==> src/common/dgr_pkg.sv <==
// Shared constants and types for the DMA global control and request map block
package dgr_pkg;
   localparam int NUM_CHANNELS = 16;
   localparam int ADDR_W = 13;
   localparam int HI_BURST_DEFAULT = 8;
   // Byte offsets relative to the first channel block
   localparam logic [12:0] GLOBAL_BLOCK_BASE = 13'h1000;
   localparam int GLOBAL_SEL_BIT = 12;
   // Global register offsets
   localparam logic [7:0] OFF_ARB_CFG = 8'h00;
   localparam logic [7:0] OFF_PENDING = 8'h04;
   localparam logic [7:0] OFF_THROTTLE = 8'h08;
   localparam logic [7:0] OFF_MASK = 8'h0c;
   localparam logic [7:0] OFF_EVENT = 8'h20;
   // Channel register offsets
   localparam logic [7:0] OFF_CH_CFG = 8'h00;
   localparam logic [7:0] OFF_CH_DESC = 8'h04;
   localparam logic [7:0] OFF_CH_STATP = 8'h08;
   localparam logic [7:0] OFF_CH_BELL = 8'h0c;
   localparam logic [7:0] OFF_CH_FLAG = 8'h10;
   localparam logic [7:0] OFF_CH_STATE = 8'h14;
   localparam logic [7:0] OFF_CH_BYTES = 8'h18;
   // Field positions and widths
   localparam int FETCH_POLICY_BIT = 2;
   localparam int HIGH_POLICY_BIT = 1;
   localparam int LOW_POLICY_BIT = 0;
   localparam int THR_EN_BIT = 31;
   localparam int THR_DIV_W = 16;
   localparam int CH_CFG_W = 10;
   localparam int BYTES_W = 22;
   localparam int DESC_LSB = 5;
   localparam int STATP_LSB = 2;
   localparam int STATE_BELL_BIT = 2;
   localparam int STATE_VALID_BIT = 1;
   localparam int STATE_HALT_BIT = 0;
   // Request source identifiers
   localparam int ID_PIN_A = 4;
   localparam int ID_PIN_B = 5;
   localparam int ID_THROTTLE = 30;
   localparam int ID_ALWAYS = 31;
   // Reset values
   localparam logic [2:0] ARB_CFG_RST = 3'h0;
   localparam logic [15:0] MASK_RST = 16'hffff;
   localparam logic [THR_DIV_W-1:0] THR_DIV_RST = 16'h0000;
   localparam logic [CH_CFG_W-1:0] CH_CFG_RST = 10'h000;

   typedef enum {POOL_HIGH, POOL_LOW} dgr_pool_e;
   typedef struct packed {
      logic valid;
      logic [3:0] idx;
   } dgr_pick_s;
   typedef struct packed {
      logic rd;
      logic wr;
      logic [ADDR_W-1:0] addr;
      logic [3:0] be;
      logic [31:0] wdata;
   } dgr_bus_s;
endpackage : dgr_pkg

==> src/design/dgr_dma_global.sv <==
// DMA global control, request source map, channel register blocks and arbiter
`timescale 1ns/1ps
// Contract
// - Config bit 2 picks descriptor-fetch policy: 0 round-robin, 1 weighted; resets 0.
// - Config bit 1 picks high-pool policy: 0 round-robin, 1 weighted; resets 0.
// - Config bit 0 picks low-pool policy, resets 0; bits 31:3 reserved.
// - Read-only summary shows every channel flag in bits 15:0, regardless of enable.
// - Throttle enabled by bit 31 requests at bus clock over divider plus one.
// - Throttled periodic request appears as request source 30.
// - Request source 31 is always asserted for unpaced memory transfers.
// - Interrupt enable holds one bit per channel, all set after reset.
// - Enabled channel flags and event status bits are ORed into one interrupt output.
// - Global registers sit at offsets 0x0 to 0xC and 0x20; 0x10 is reserved.
// - Sixteen channel blocks 0x100 apart; offsets above 0x18 reserved.
// - Fixed sources are level, active high; only sources 4 and 5 are programmable.
// - Channel configuration resets to zero with bits 31:10 reserved.
// - Arbiter serves the high pool up to eight times per low-pool turn.
// - Weighted favours lowest channel number; round-robin steps through all requesters.
// - Channel flag sets after an interrupting descriptor and holds until software clears.
module dgr_dma_global #(
   parameter int HI_BURST = dgr_pkg::HI_BURST_DEFAULT
) (
   // Clock and reset
   input wire logic CORE_CLK_IN,
   input wire logic RESET_N_IN,
   // Avalon-MM slave
   input wire logic [dgr_pkg::ADDR_W-1:0] AVS_ADDRESS_IN,
   input wire logic AVS_READ_IN,
   input wire logic AVS_WRITE_IN,
   input wire logic [3:0] AVS_BYTEENABLE_IN,
   input wire logic [31:0] AVS_WRITEDATA_IN,
   output logic [31:0] AVS_READDATA_OUT,
   output logic AVS_WAITREQUEST_OUT,
   // Request sources from peripherals and pins
   input wire logic [31:0] PERIPH_REQ_IN,
   output logic [31:0] REQ_SOURCE_OUT,
   // Transfer engine side
   input wire logic [15:0] CH_FLAG_SET_IN,
   input wire logic [15:0] CH_FETCHED_IN,
   input wire logic [15:0] CH_VALID_IN,
   input wire logic [15:0] CH_HALTED_IN,
   input wire logic [16*dgr_pkg::BYTES_W-1:0] CH_BYTES_IN,
   input wire logic [15:0] HIGH_REQ_IN,
   input wire logic [15:0] LOW_REQ_IN,
   input wire logic [15:0] FETCH_REQ_IN,
   output logic [16*dgr_pkg::CH_CFG_W-1:0] CH_CFG_OUT,
   output logic [16*32-1:0] CH_DESC_PTR_OUT,
   output logic [16*32-1:0] CH_STAT_PTR_OUT,
   output logic [15:0] CH_DOORBELL_OUT,
   output logic [15:0] XFER_GRANT_OUT,
   output logic XFER_GRANT_HIGH_OUT,
   output logic [15:0] FETCH_GRANT_OUT,
   // Interrupt
   output logic IRQ_OUT
);
   import dgr_pkg::*;

   // Burst counter is four bits wide
   if (HI_BURST < 1 || HI_BURST > 15) begin : g_bad_burst
      $error("HI_BURST must lie in 1..15");
   end

   function automatic dgr_pick_s pick(input logic [15:0] req, input logic [3:0] last, input logic weighted);
      dgr_pick_s r;
      logic [3:0] start;
      logic [3:0] k;
      r = '0;
      start = weighted ? 4'h0 : last + 4'h1;
      // Descending scan so the nearest requester at or after start wins
      for (int i = 15; i >= 0; i--) begin
         k = start + i[3:0];
         if (req[k]) begin
            r.valid = 1'b1;
            r.idx = k;
         end
      end
      return r;
   endfunction : pick

   function automatic logic [31:0] merge(input logic [31:0] old, input logic [31:0] nw, input logic [3:0] be);
      logic [31:0] r;
      r = old;
      for (int b = 0; b < 4; b++) begin
         if (be[b]) begin
            r[b*8 +: 8] = nw[b*8 +: 8];
         end
      end
      return r;
   endfunction : merge

   // Bus and decode
   dgr_bus_s bus;
   logic waitreq_reg;
   logic [31:0] rdata_reg;
   logic [31:0] rd_data;
   assign bus = '{rd: AVS_READ_IN, wr: AVS_WRITE_IN, addr: AVS_ADDRESS_IN, be: AVS_BYTEENABLE_IN,
                  wdata: AVS_WRITEDATA_IN};
   wire logic wr_do = bus.wr && !waitreq_reg;
   wire logic rd_do = bus.rd && !waitreq_reg;
   wire logic is_global = bus.addr[GLOBAL_SEL_BIT];
   wire logic [3:0] ch = bus.addr[11:8];
   wire logic [7:0] off = {bus.addr[7:2], 2'b00};
   wire logic g_wr = wr_do && is_global;
   wire logic c_wr = wr_do && !is_global;

   // Global registers
   logic [2:0] arb_cfg_reg;
   logic thr_en_reg;
   logic [THR_DIV_W-1:0] thr_div_reg;
   logic [15:0] mask_reg;
   logic [15:0] flag_reg;
   logic [15:0] event_reg;
   logic [31:0] arb_w;
   logic [31:0] thr_w;
   logic [31:0] mask_w;
   assign arb_w = merge({29'h0, arb_cfg_reg}, bus.wdata, bus.be);
   assign thr_w = merge({thr_en_reg, 15'h0, thr_div_reg}, bus.wdata, bus.be);
   assign mask_w = merge({16'h0, mask_reg}, bus.wdata, bus.be);

   always_ff @(posedge CORE_CLK_IN or negedge RESET_N_IN) begin
      if (!RESET_N_IN) begin
         arb_cfg_reg <= ARB_CFG_RST;
         thr_en_reg <= 1'b0;
         thr_div_reg <= THR_DIV_RST;
         mask_reg <= MASK_RST;
      end else if (g_wr) begin
         if (off == OFF_ARB_CFG) begin
            arb_cfg_reg <= arb_w[2:0];
         end
         if (off == OFF_THROTTLE) begin
            thr_en_reg <= thr_w[THR_EN_BIT];
            thr_div_reg <= thr_w[THR_DIV_W-1:0];
         end
         if (off == OFF_MASK) begin
            mask_reg <= mask_w[15:0];
         end
      end
   end

   // Channel registers
   logic [CH_CFG_W-1:0] cfg_reg [16];
   logic [31:DESC_LSB] desc_reg [16];
   logic [31:STATP_LSB] statp_reg [16];
   logic [15:0] bell_reg;
   logic [31:0] cfg_w;
   logic [31:0] desc_w;
   logic [31:0] statp_w;
   assign cfg_w = merge({22'h0, cfg_reg[ch]}, bus.wdata, bus.be);
   assign desc_w = merge({desc_reg[ch], 5'h00}, bus.wdata, bus.be);
   assign statp_w = merge({statp_reg[ch], 2'h0}, bus.wdata, bus.be);

   always_ff @(posedge CORE_CLK_IN or negedge RESET_N_IN) begin
      if (!RESET_N_IN) begin
         for (int i = 0; i < 16; i++) begin
            cfg_reg[i] <= CH_CFG_RST;
            desc_reg[i] <= '0;
            statp_reg[i] <= '0;
         end
      end else if (c_wr) begin
         case (off)
            OFF_CH_CFG: begin
               cfg_reg[ch] <= cfg_w[CH_CFG_W-1:0];
            end
            OFF_CH_DESC: begin
               desc_reg[ch] <= desc_w[31:DESC_LSB];
            end
            OFF_CH_STATP: begin
               statp_reg[ch] <= statp_w[31:STATP_LSB];
            end
            default: begin
            end
         endcase
      end
   end

   // Set-wins updates for doorbell, channel flag and event status
   logic [15:0] bell_set;
   logic [15:0] bell_clr;
   logic [15:0] flag_clr;
   logic [15:0] flag_next;
   logic [15:0] event_next;
   wire logic [15:0] ch_hot = 16'h0001 << ch;
   wire logic [7:0] be0_data = bus.wdata[7:0];
   assign bell_set = (c_wr && off == OFF_CH_BELL) ? ch_hot : 16'h0000;
   assign bell_clr = CH_FETCHED_IN |
                     ((c_wr && off == OFF_CH_STATE && bus.be[0] && be0_data[STATE_BELL_BIT]) ? ch_hot : 16'h0000);
   // Writing zero to the flag bit clears it
   assign flag_clr = (c_wr && off == OFF_CH_FLAG && bus.be[0] && !be0_data[0]) ? ch_hot : 16'h0000;
   // flag holds until software clears, hardware set wins
   assign flag_next = (flag_reg & ~flag_clr) | CH_FLAG_SET_IN;
   assign event_next = ((rd_do && is_global && off == OFF_EVENT) ? 16'h0000 : event_reg) | CH_FLAG_SET_IN;

   always_ff @(posedge CORE_CLK_IN or negedge RESET_N_IN) begin
      if (!RESET_N_IN) begin
         bell_reg <= 16'h0000;
         flag_reg <= 16'h0000;
         event_reg <= 16'h0000;
         IRQ_OUT <= 1'b0;
      end else begin
         bell_reg <= (bell_reg & ~bell_clr) | bell_set;
         flag_reg <= flag_next;
         event_reg <= event_next;
         IRQ_OUT <= |((flag_next | event_next) & mask_reg);
      end
   end

   // Read multiplexer
   logic [31:0] g_rd;
   logic [31:0] c_rd;
   wire logic [BYTES_W-1:0] ch_bytes = CH_BYTES_IN[ch*BYTES_W +: BYTES_W];
   // summary mirrors flags; reserved reads zero
   assign g_rd = (off == OFF_ARB_CFG) ? {29'h0, arb_cfg_reg} :
                 (off == OFF_PENDING) ? {16'h0, flag_reg} :
                 (off == OFF_THROTTLE) ? {thr_en_reg, 15'h0, thr_div_reg} :
                 (off == OFF_MASK) ? {16'h0, mask_reg} :
                 (off == OFF_EVENT) ? {16'h0, event_reg} : 32'h0;
   assign c_rd = (off == OFF_CH_CFG) ? {22'h0, cfg_reg[ch]} :
                 (off == OFF_CH_DESC) ? {desc_reg[ch], 5'h00} :
                 (off == OFF_CH_STATP) ? {statp_reg[ch], 2'h0} :
                 (off == OFF_CH_FLAG) ? {31'h0, flag_reg[ch]} :
                 (off == OFF_CH_STATE) ? {29'h0, bell_reg[ch], CH_VALID_IN[ch], CH_HALTED_IN[ch]} :
                 (off == OFF_CH_BYTES) ? {10'h0, ch_bytes} : 32'h0;
   assign rd_data = is_global ? g_rd : c_rd;

   // One wait state: data is loaded as waitrequest drops
   always_ff @(posedge CORE_CLK_IN or negedge RESET_N_IN) begin
      if (!RESET_N_IN) begin
         waitreq_reg <= 1'b1;
         rdata_reg <= 32'h0;
      end else begin
         waitreq_reg <= !((bus.rd || bus.wr) && waitreq_reg);
         if (bus.rd && waitreq_reg) begin
            rdata_reg <= rd_data;
         end
      end
   end
   assign AVS_WAITREQUEST_OUT = waitreq_reg;
   assign AVS_READDATA_OUT = rdata_reg;

   // Request sources
   logic [31:0] req_meta_reg;
   logic [31:0] req_sync_reg;
   logic [31:0] req_out_reg;
   logic [THR_DIV_W-1:0] thr_cnt_reg;
   wire logic thr_tick = thr_en_reg && (thr_cnt_reg >= thr_div_reg);

   always_ff @(posedge CORE_CLK_IN or negedge RESET_N_IN) begin
      if (!RESET_N_IN) begin
         req_meta_reg <= 32'h0;
         req_sync_reg <= 32'h0;
         req_out_reg <= 32'h0;
         thr_cnt_reg <= '0;
      end else begin
         req_meta_reg <= PERIPH_REQ_IN;
         req_sync_reg <= req_meta_reg;
         if (!thr_en_reg || thr_tick) begin
            thr_cnt_reg <= '0;
         end else begin
            thr_cnt_reg <= thr_cnt_reg + 16'h0001;
         end
         // level high sources pass unchanged; pins 4 and 5 are shaped per channel downstream
         req_out_reg <= req_sync_reg;
         req_out_reg[ID_THROTTLE] <= thr_tick;
         req_out_reg[ID_ALWAYS] <= 1'b1;
      end
   end
   assign REQ_SOURCE_OUT = req_out_reg;

   // Channel arbiter
   logic [3:0] hi_last_reg;
   logic [3:0] lo_last_reg;
   logic [3:0] fetch_last_reg;
   logic [3:0] hi_count_reg;
   logic [15:0] xfer_grant_reg;
   logic [15:0] fetch_grant_reg;
   logic grant_high_reg;
   dgr_pick_s hi_pick;
   dgr_pick_s lo_pick;
   dgr_pick_s fetch_pick;
   // weighted or round-robin per pool, select
   assign hi_pick = pick(HIGH_REQ_IN, hi_last_reg, arb_cfg_reg[HIGH_POLICY_BIT]);
   assign lo_pick = pick(LOW_REQ_IN, lo_last_reg, arb_cfg_reg[LOW_POLICY_BIT]);
   assign fetch_pick = pick(FETCH_REQ_IN, fetch_last_reg, arb_cfg_reg[FETCH_POLICY_BIT]);
   // high pool up to HI_BURST turns per low turn
   wire logic hi_turn = hi_pick.valid && (hi_count_reg < 4'(HI_BURST) || !lo_pick.valid);

   always_ff @(posedge CORE_CLK_IN or negedge RESET_N_IN) begin
      if (!RESET_N_IN) begin
         hi_last_reg <= 4'hf;
         lo_last_reg <= 4'hf;
         fetch_last_reg <= 4'hf;
         hi_count_reg <= 4'h0;
         xfer_grant_reg <= 16'h0000;
         fetch_grant_reg <= 16'h0000;
         grant_high_reg <= 1'b0;
      end else begin
         if (hi_turn) begin
            xfer_grant_reg <= 16'h0001 << hi_pick.idx;
            hi_last_reg <= hi_pick.idx;
            grant_high_reg <= 1'b1;
            if (hi_count_reg < 4'(HI_BURST)) begin
               hi_count_reg <= hi_count_reg + 4'h1;
            end
         end else if (lo_pick.valid) begin
            xfer_grant_reg <= 16'h0001 << lo_pick.idx;
            lo_last_reg <= lo_pick.idx;
            grant_high_reg <= 1'b0;
            hi_count_reg <= 4'h0;
         end else begin
            xfer_grant_reg <= 16'h0000;
            grant_high_reg <= 1'b0;
         end
         if (fetch_pick.valid) begin
            fetch_grant_reg <= 16'h0001 << fetch_pick.idx;
            fetch_last_reg <= fetch_pick.idx;
         end else begin
            fetch_grant_reg <= 16'h0000;
         end
      end
   end
   assign XFER_GRANT_OUT = xfer_grant_reg;
   assign XFER_GRANT_HIGH_OUT = grant_high_reg;
   assign FETCH_GRANT_OUT = fetch_grant_reg;
   assign CH_DOORBELL_OUT = bell_reg;

   for (genvar g = 0; g < 16; g++) begin : g_ch_out
      assign CH_CFG_OUT[g*CH_CFG_W +: CH_CFG_W] = cfg_reg[g];
      assign CH_DESC_PTR_OUT[g*32 +: 32] = {desc_reg[g], 5'h00};
      assign CH_STAT_PTR_OUT[g*32 +: 32] = {statp_reg[g], 2'h0};
   end
endmodule : dgr_dma_global

==> config.mk <==
export PLATFORM = sky130hd
export DESIGN_NAME = dgr_dma_global
export DESIGN_NICKNAME = d
export VERILOG_FILES = /design/src/common/dgr_pkg.sv /design/src/design/dgr_dma_global.sv
export SDC_FILE = /design/constraint.sdc
export NUM_CORES = 2
export LEC_CHECK = 0
export ABC_AREA = 1
export BUFFER_PORTS_ARGS = -buffer_cell sky130_fd_sc_hd__buf_2
export CAP_MARGIN = 10
export CORE_AREA = 2 2 724 726
export DETAILED_ROUTE_END_ITERATION = 16
export DIE_AREA = 0 0 726 728
export SETUP_SLACK_MARGIN = 0.02
export SLEW_MARGIN = 10
export SYNTH_ARGS = -nofsm -noshare
export SYNTH_HDL_FRONTEND = slang
export SYNTH_SLANG_ARGS = --single-unit
export TNS_END_PERCENT = 5
==> constraint.sdc <==
create_clock -name CORE_CLK_IN -period 3.45 [get_ports CORE_CLK_IN]
set_input_delay 0.1725 -clock CORE_CLK_IN [delete_from_list [all_inputs] [get_ports CORE_CLK_IN]]
set_output_delay 0.1725 -clock CORE_CLK_IN [all_outputs]
set_load 0.01 [all_outputs]
==> results.json <==
{
  "post-route-util_pct": 19.3,
  "async_flop_share_pct": 100,
  "synth_ff_type": "dfrtp_1",
  "fin_ws_ns": -0.00850,
  "worst_ep_arrival_time_ns": 4.24,
  "total_power_mw": 74.0,
  "final_nets": 11398,
  "core_sq_mm": 0.520,
  "timing.rr.end": "XFER_GRANT_OUT[7]",
  "gp_congestion": 0.993,
  "cp-start-kind": "flop",
  "numCtsBuffers": 167,
  "antenna_found_initial": 191,
  "die_w_um": 726,
  "synth_seq_area_share_pct": 49.8,
  "required_ns": 4.23,
  "synth_edf_count": 0,
  "tns_ns": -0.0384,
  "io_buffers": 1731,
  "hold_violations": 0,
  "dr.pass1.iters": 7,
  "fin_worst_skew_ns": 0.0761,
  "fmax_ghz": 0.289,
  "p_leak_nw": 46.1,
  "grt_max_degree": 103,
  "reg2reg_from": "lo_last_reg[0]",
  "dieArea_sq_mm": 0.529,
  "synth_cells": 8447,
  "setup_viol": 7,
  "slew_violations": 0,
  "die-height_um": 728,
  "layoutNonFillerInstCount": 17987,
  "yosys-top-cells-area": "dfrtp_1 49%, o21ai_0 11%, nand2_1 10%",
  "clock-sinks": 1347,
  "crit_top_cell": "nand2_1",
  "synth.avg_cell_area_sq_um": 8.03,
  "cts_tree": "done",
  "row_count": 265,
  "drc_errors": 0,
  "path_class": "reg -> reg",
  "crit_end": "XFER_GRANT_OUT[7]",
  "reg2reg_depth": 30,
  "yosysTopAreaCell": "dfrtp_1",
  "largest_reg_flops": 480,
  "violations": "capacitance limit, setup timing",
  "clock_latency_ns": 0.89,
  "cts-root-buf": "clkbuf_16",
  "ys_warn_count": 0,
  "hpwl_um": 462000,
  "critical_path.slowest_cell": "dfstp_2",
  "critPathMaxStageDelay_ns": 0.59,
  "grt_pass1_wl_um": 706000,
  "hold_path_class": "in -> reg",
  "first_iter_violations": 8873,
  "peakVddDrop_uv": 602,
  "routed_wl_um": 558000,
  "grt.overflow.total": 0,
  "yosysTopAreaCellShare_pct": 48.6,
  "final_area_sq_mm": 0.100,
  "maxSlewHeadroom_pct": 1.84,
  "synth-seq-cells": 1347,
  "synth_top_cells_by_count": "1,799 x nand2_1, 1,437 x o21ai_0, 1,318 x dfrtp_1, 1,304 x inv_1, 487 x o22ai_1",
  "powerDensity_mw_per_mm2": 737,
  "area_growth_pct": 48.0,
  "vias": 74585,
  "crit_path_start": "lo_last_reg[0]",
  "synth_most_common_cell": "nand2_1",
  "path_clk_slew_ns": 0.06,
  "yosysUniqueCellTypes": 69,
  "grt_usage_pct": 20.2,
  "grt_pass1_vias": 70498,
  "clk_path_buf_depth": 4,
  "dpl-instance-area_sq_mm": 0.0918,
  "drv_cap": 1,
  "cp_max_fo": 6,
  "period_needed_ns": 3.46,
  "worstHoldPathCells": 4,
  "rrSetupSlack_ns": -0.009,
  "layout_worst_path_cycle_share_pct": 100,
  "start_util_pct": 13.0,
  "vias_per_cell": 4.15,
  "worst_pin_slew_ns": 1.46,
  "rsz0062_at_grt": "yes",
  "htree_levels": 4,
  "io_pins": 1848,
  "synthesis.area_sq_mm": 0.0678,
  "wire_per_inst_um": 31.0,
  "post-place-ws_ns": -0.597,
  "ant_nets": 0,
  "hold_ws_ns": 0.0818,
  "drive_gt1_share_pct": 30.7,
  "dpl.cell_count": 17408,
  "status": "complete, but fails checks",
  "endpoint_kind": "flop"
}
how the worst min path moves through the flow:
stage / end / startpoint
finish: CH_STAT_PTR_OUT[440] / AVS_WRITEDATA_IN[24]
global route: CH_STAT_PTR_OUT[440] / AVS_WRITEDATA_IN[24]
CTS: CH_STAT_PTR_OUT[408] / AVS_WRITEDATA_IN[24]
detailed placement: CH_DESC_PTR_OUT[441] / RESET_N_IN
global placement: CH_DESC_PTR_OUT[441] / RESET_N_IN
floorplan: AVS_READDATA_OUT[0] / RESET_N_IN
power by group:
part / switching [mW] / internal, mW / total (mW)
clock: 7.98 / 10.6 / 18.6
combinational: 23.8 / 14.9 / 38.7
sequential: 0.284 / 16.3 / 16.6
total: 32.1 / 41.9 / 74.0
repair_timing:
item | 4_1_cts | 5_1_grt
endpoints found under the setup margin | 48 | 47
pin swaps | 53 | 73
endpoints found under the hold margin | 920 | 0
gates cloned | 0 | 1
resized for setup | 120 | 142
hold buffers | 144 | 0
buffers inserted | 14 | 21
critical path: cells and delay by family (launching register included):
kind	cells	cell delay [ns]
flops	1	0.59
xor+xnor	1	0.17
simple gates	24	1.98
fa+ha+maj	2	0.36
buf+inv	3	0.28
placed cells by master (no fill, tap or decap), types with 79 or more instances in the layout:
cell type | synthesis | final
diode_2 | 0 | 100
buf_2 | 11 | 1729
inv_1 | 1304 | 1290
dlygate4sd3_1 | 0 | 143
conb_1 | 2 | 113
buf_12 | 0 | 170
buf_4 | 121 | 667
o22ai_1 | 487 | 484
a21oi_1 | 225 | 206
clkbuf_16 | 0 | 168
o21ai_0 | 1437 | 1394
nand2_1 | 1799 | 1745
nand3_1 | 139 | 136
dfrtp_1 | 1318 | 1318
a22oi_1 | 234 | 233
o21ai_1 | 109 | 79
nor2_1 | 222 | 150
area by class of cell:
class	instances	area [sq um]
Inverter	1345	5110
Sequential cell	1347	33700
Clock buffer	234	4750
Timing Repair Buffer	2724	18700
Multi-Input combinational cell	5228	28300
Antenna cell	100	250
Clock inverter	67	888
Fill cell	58084	420000
Tap cell	6942	8690
per-layer routing:
metal,up-vias,routed length [um],GRT usage [%]
li1,32515,-,-
met1,36609,209000,23.3
met2,4412,263000,33.6
met3,999,54400,6.53
met4,50,31300,9.47
met5,-,320,0
logic make-up after synthesis:
group | after synthesis | synth area share, %
AO/OA/AOI/OAI | 2648 | 22.1
AND/OR/NAND/NOR | 2334 | 14.0
buffers and inverters | 1984 | 11.8
flip-flops | 1347 | 49.8
multiplexers | 67 | 1.11
adder cells (fa/ha/maj) | 36 | 0.664
XOR/XNOR | 29 | 0.507
other | 2 | 0.0111
(Power assumes the default switching activity.)
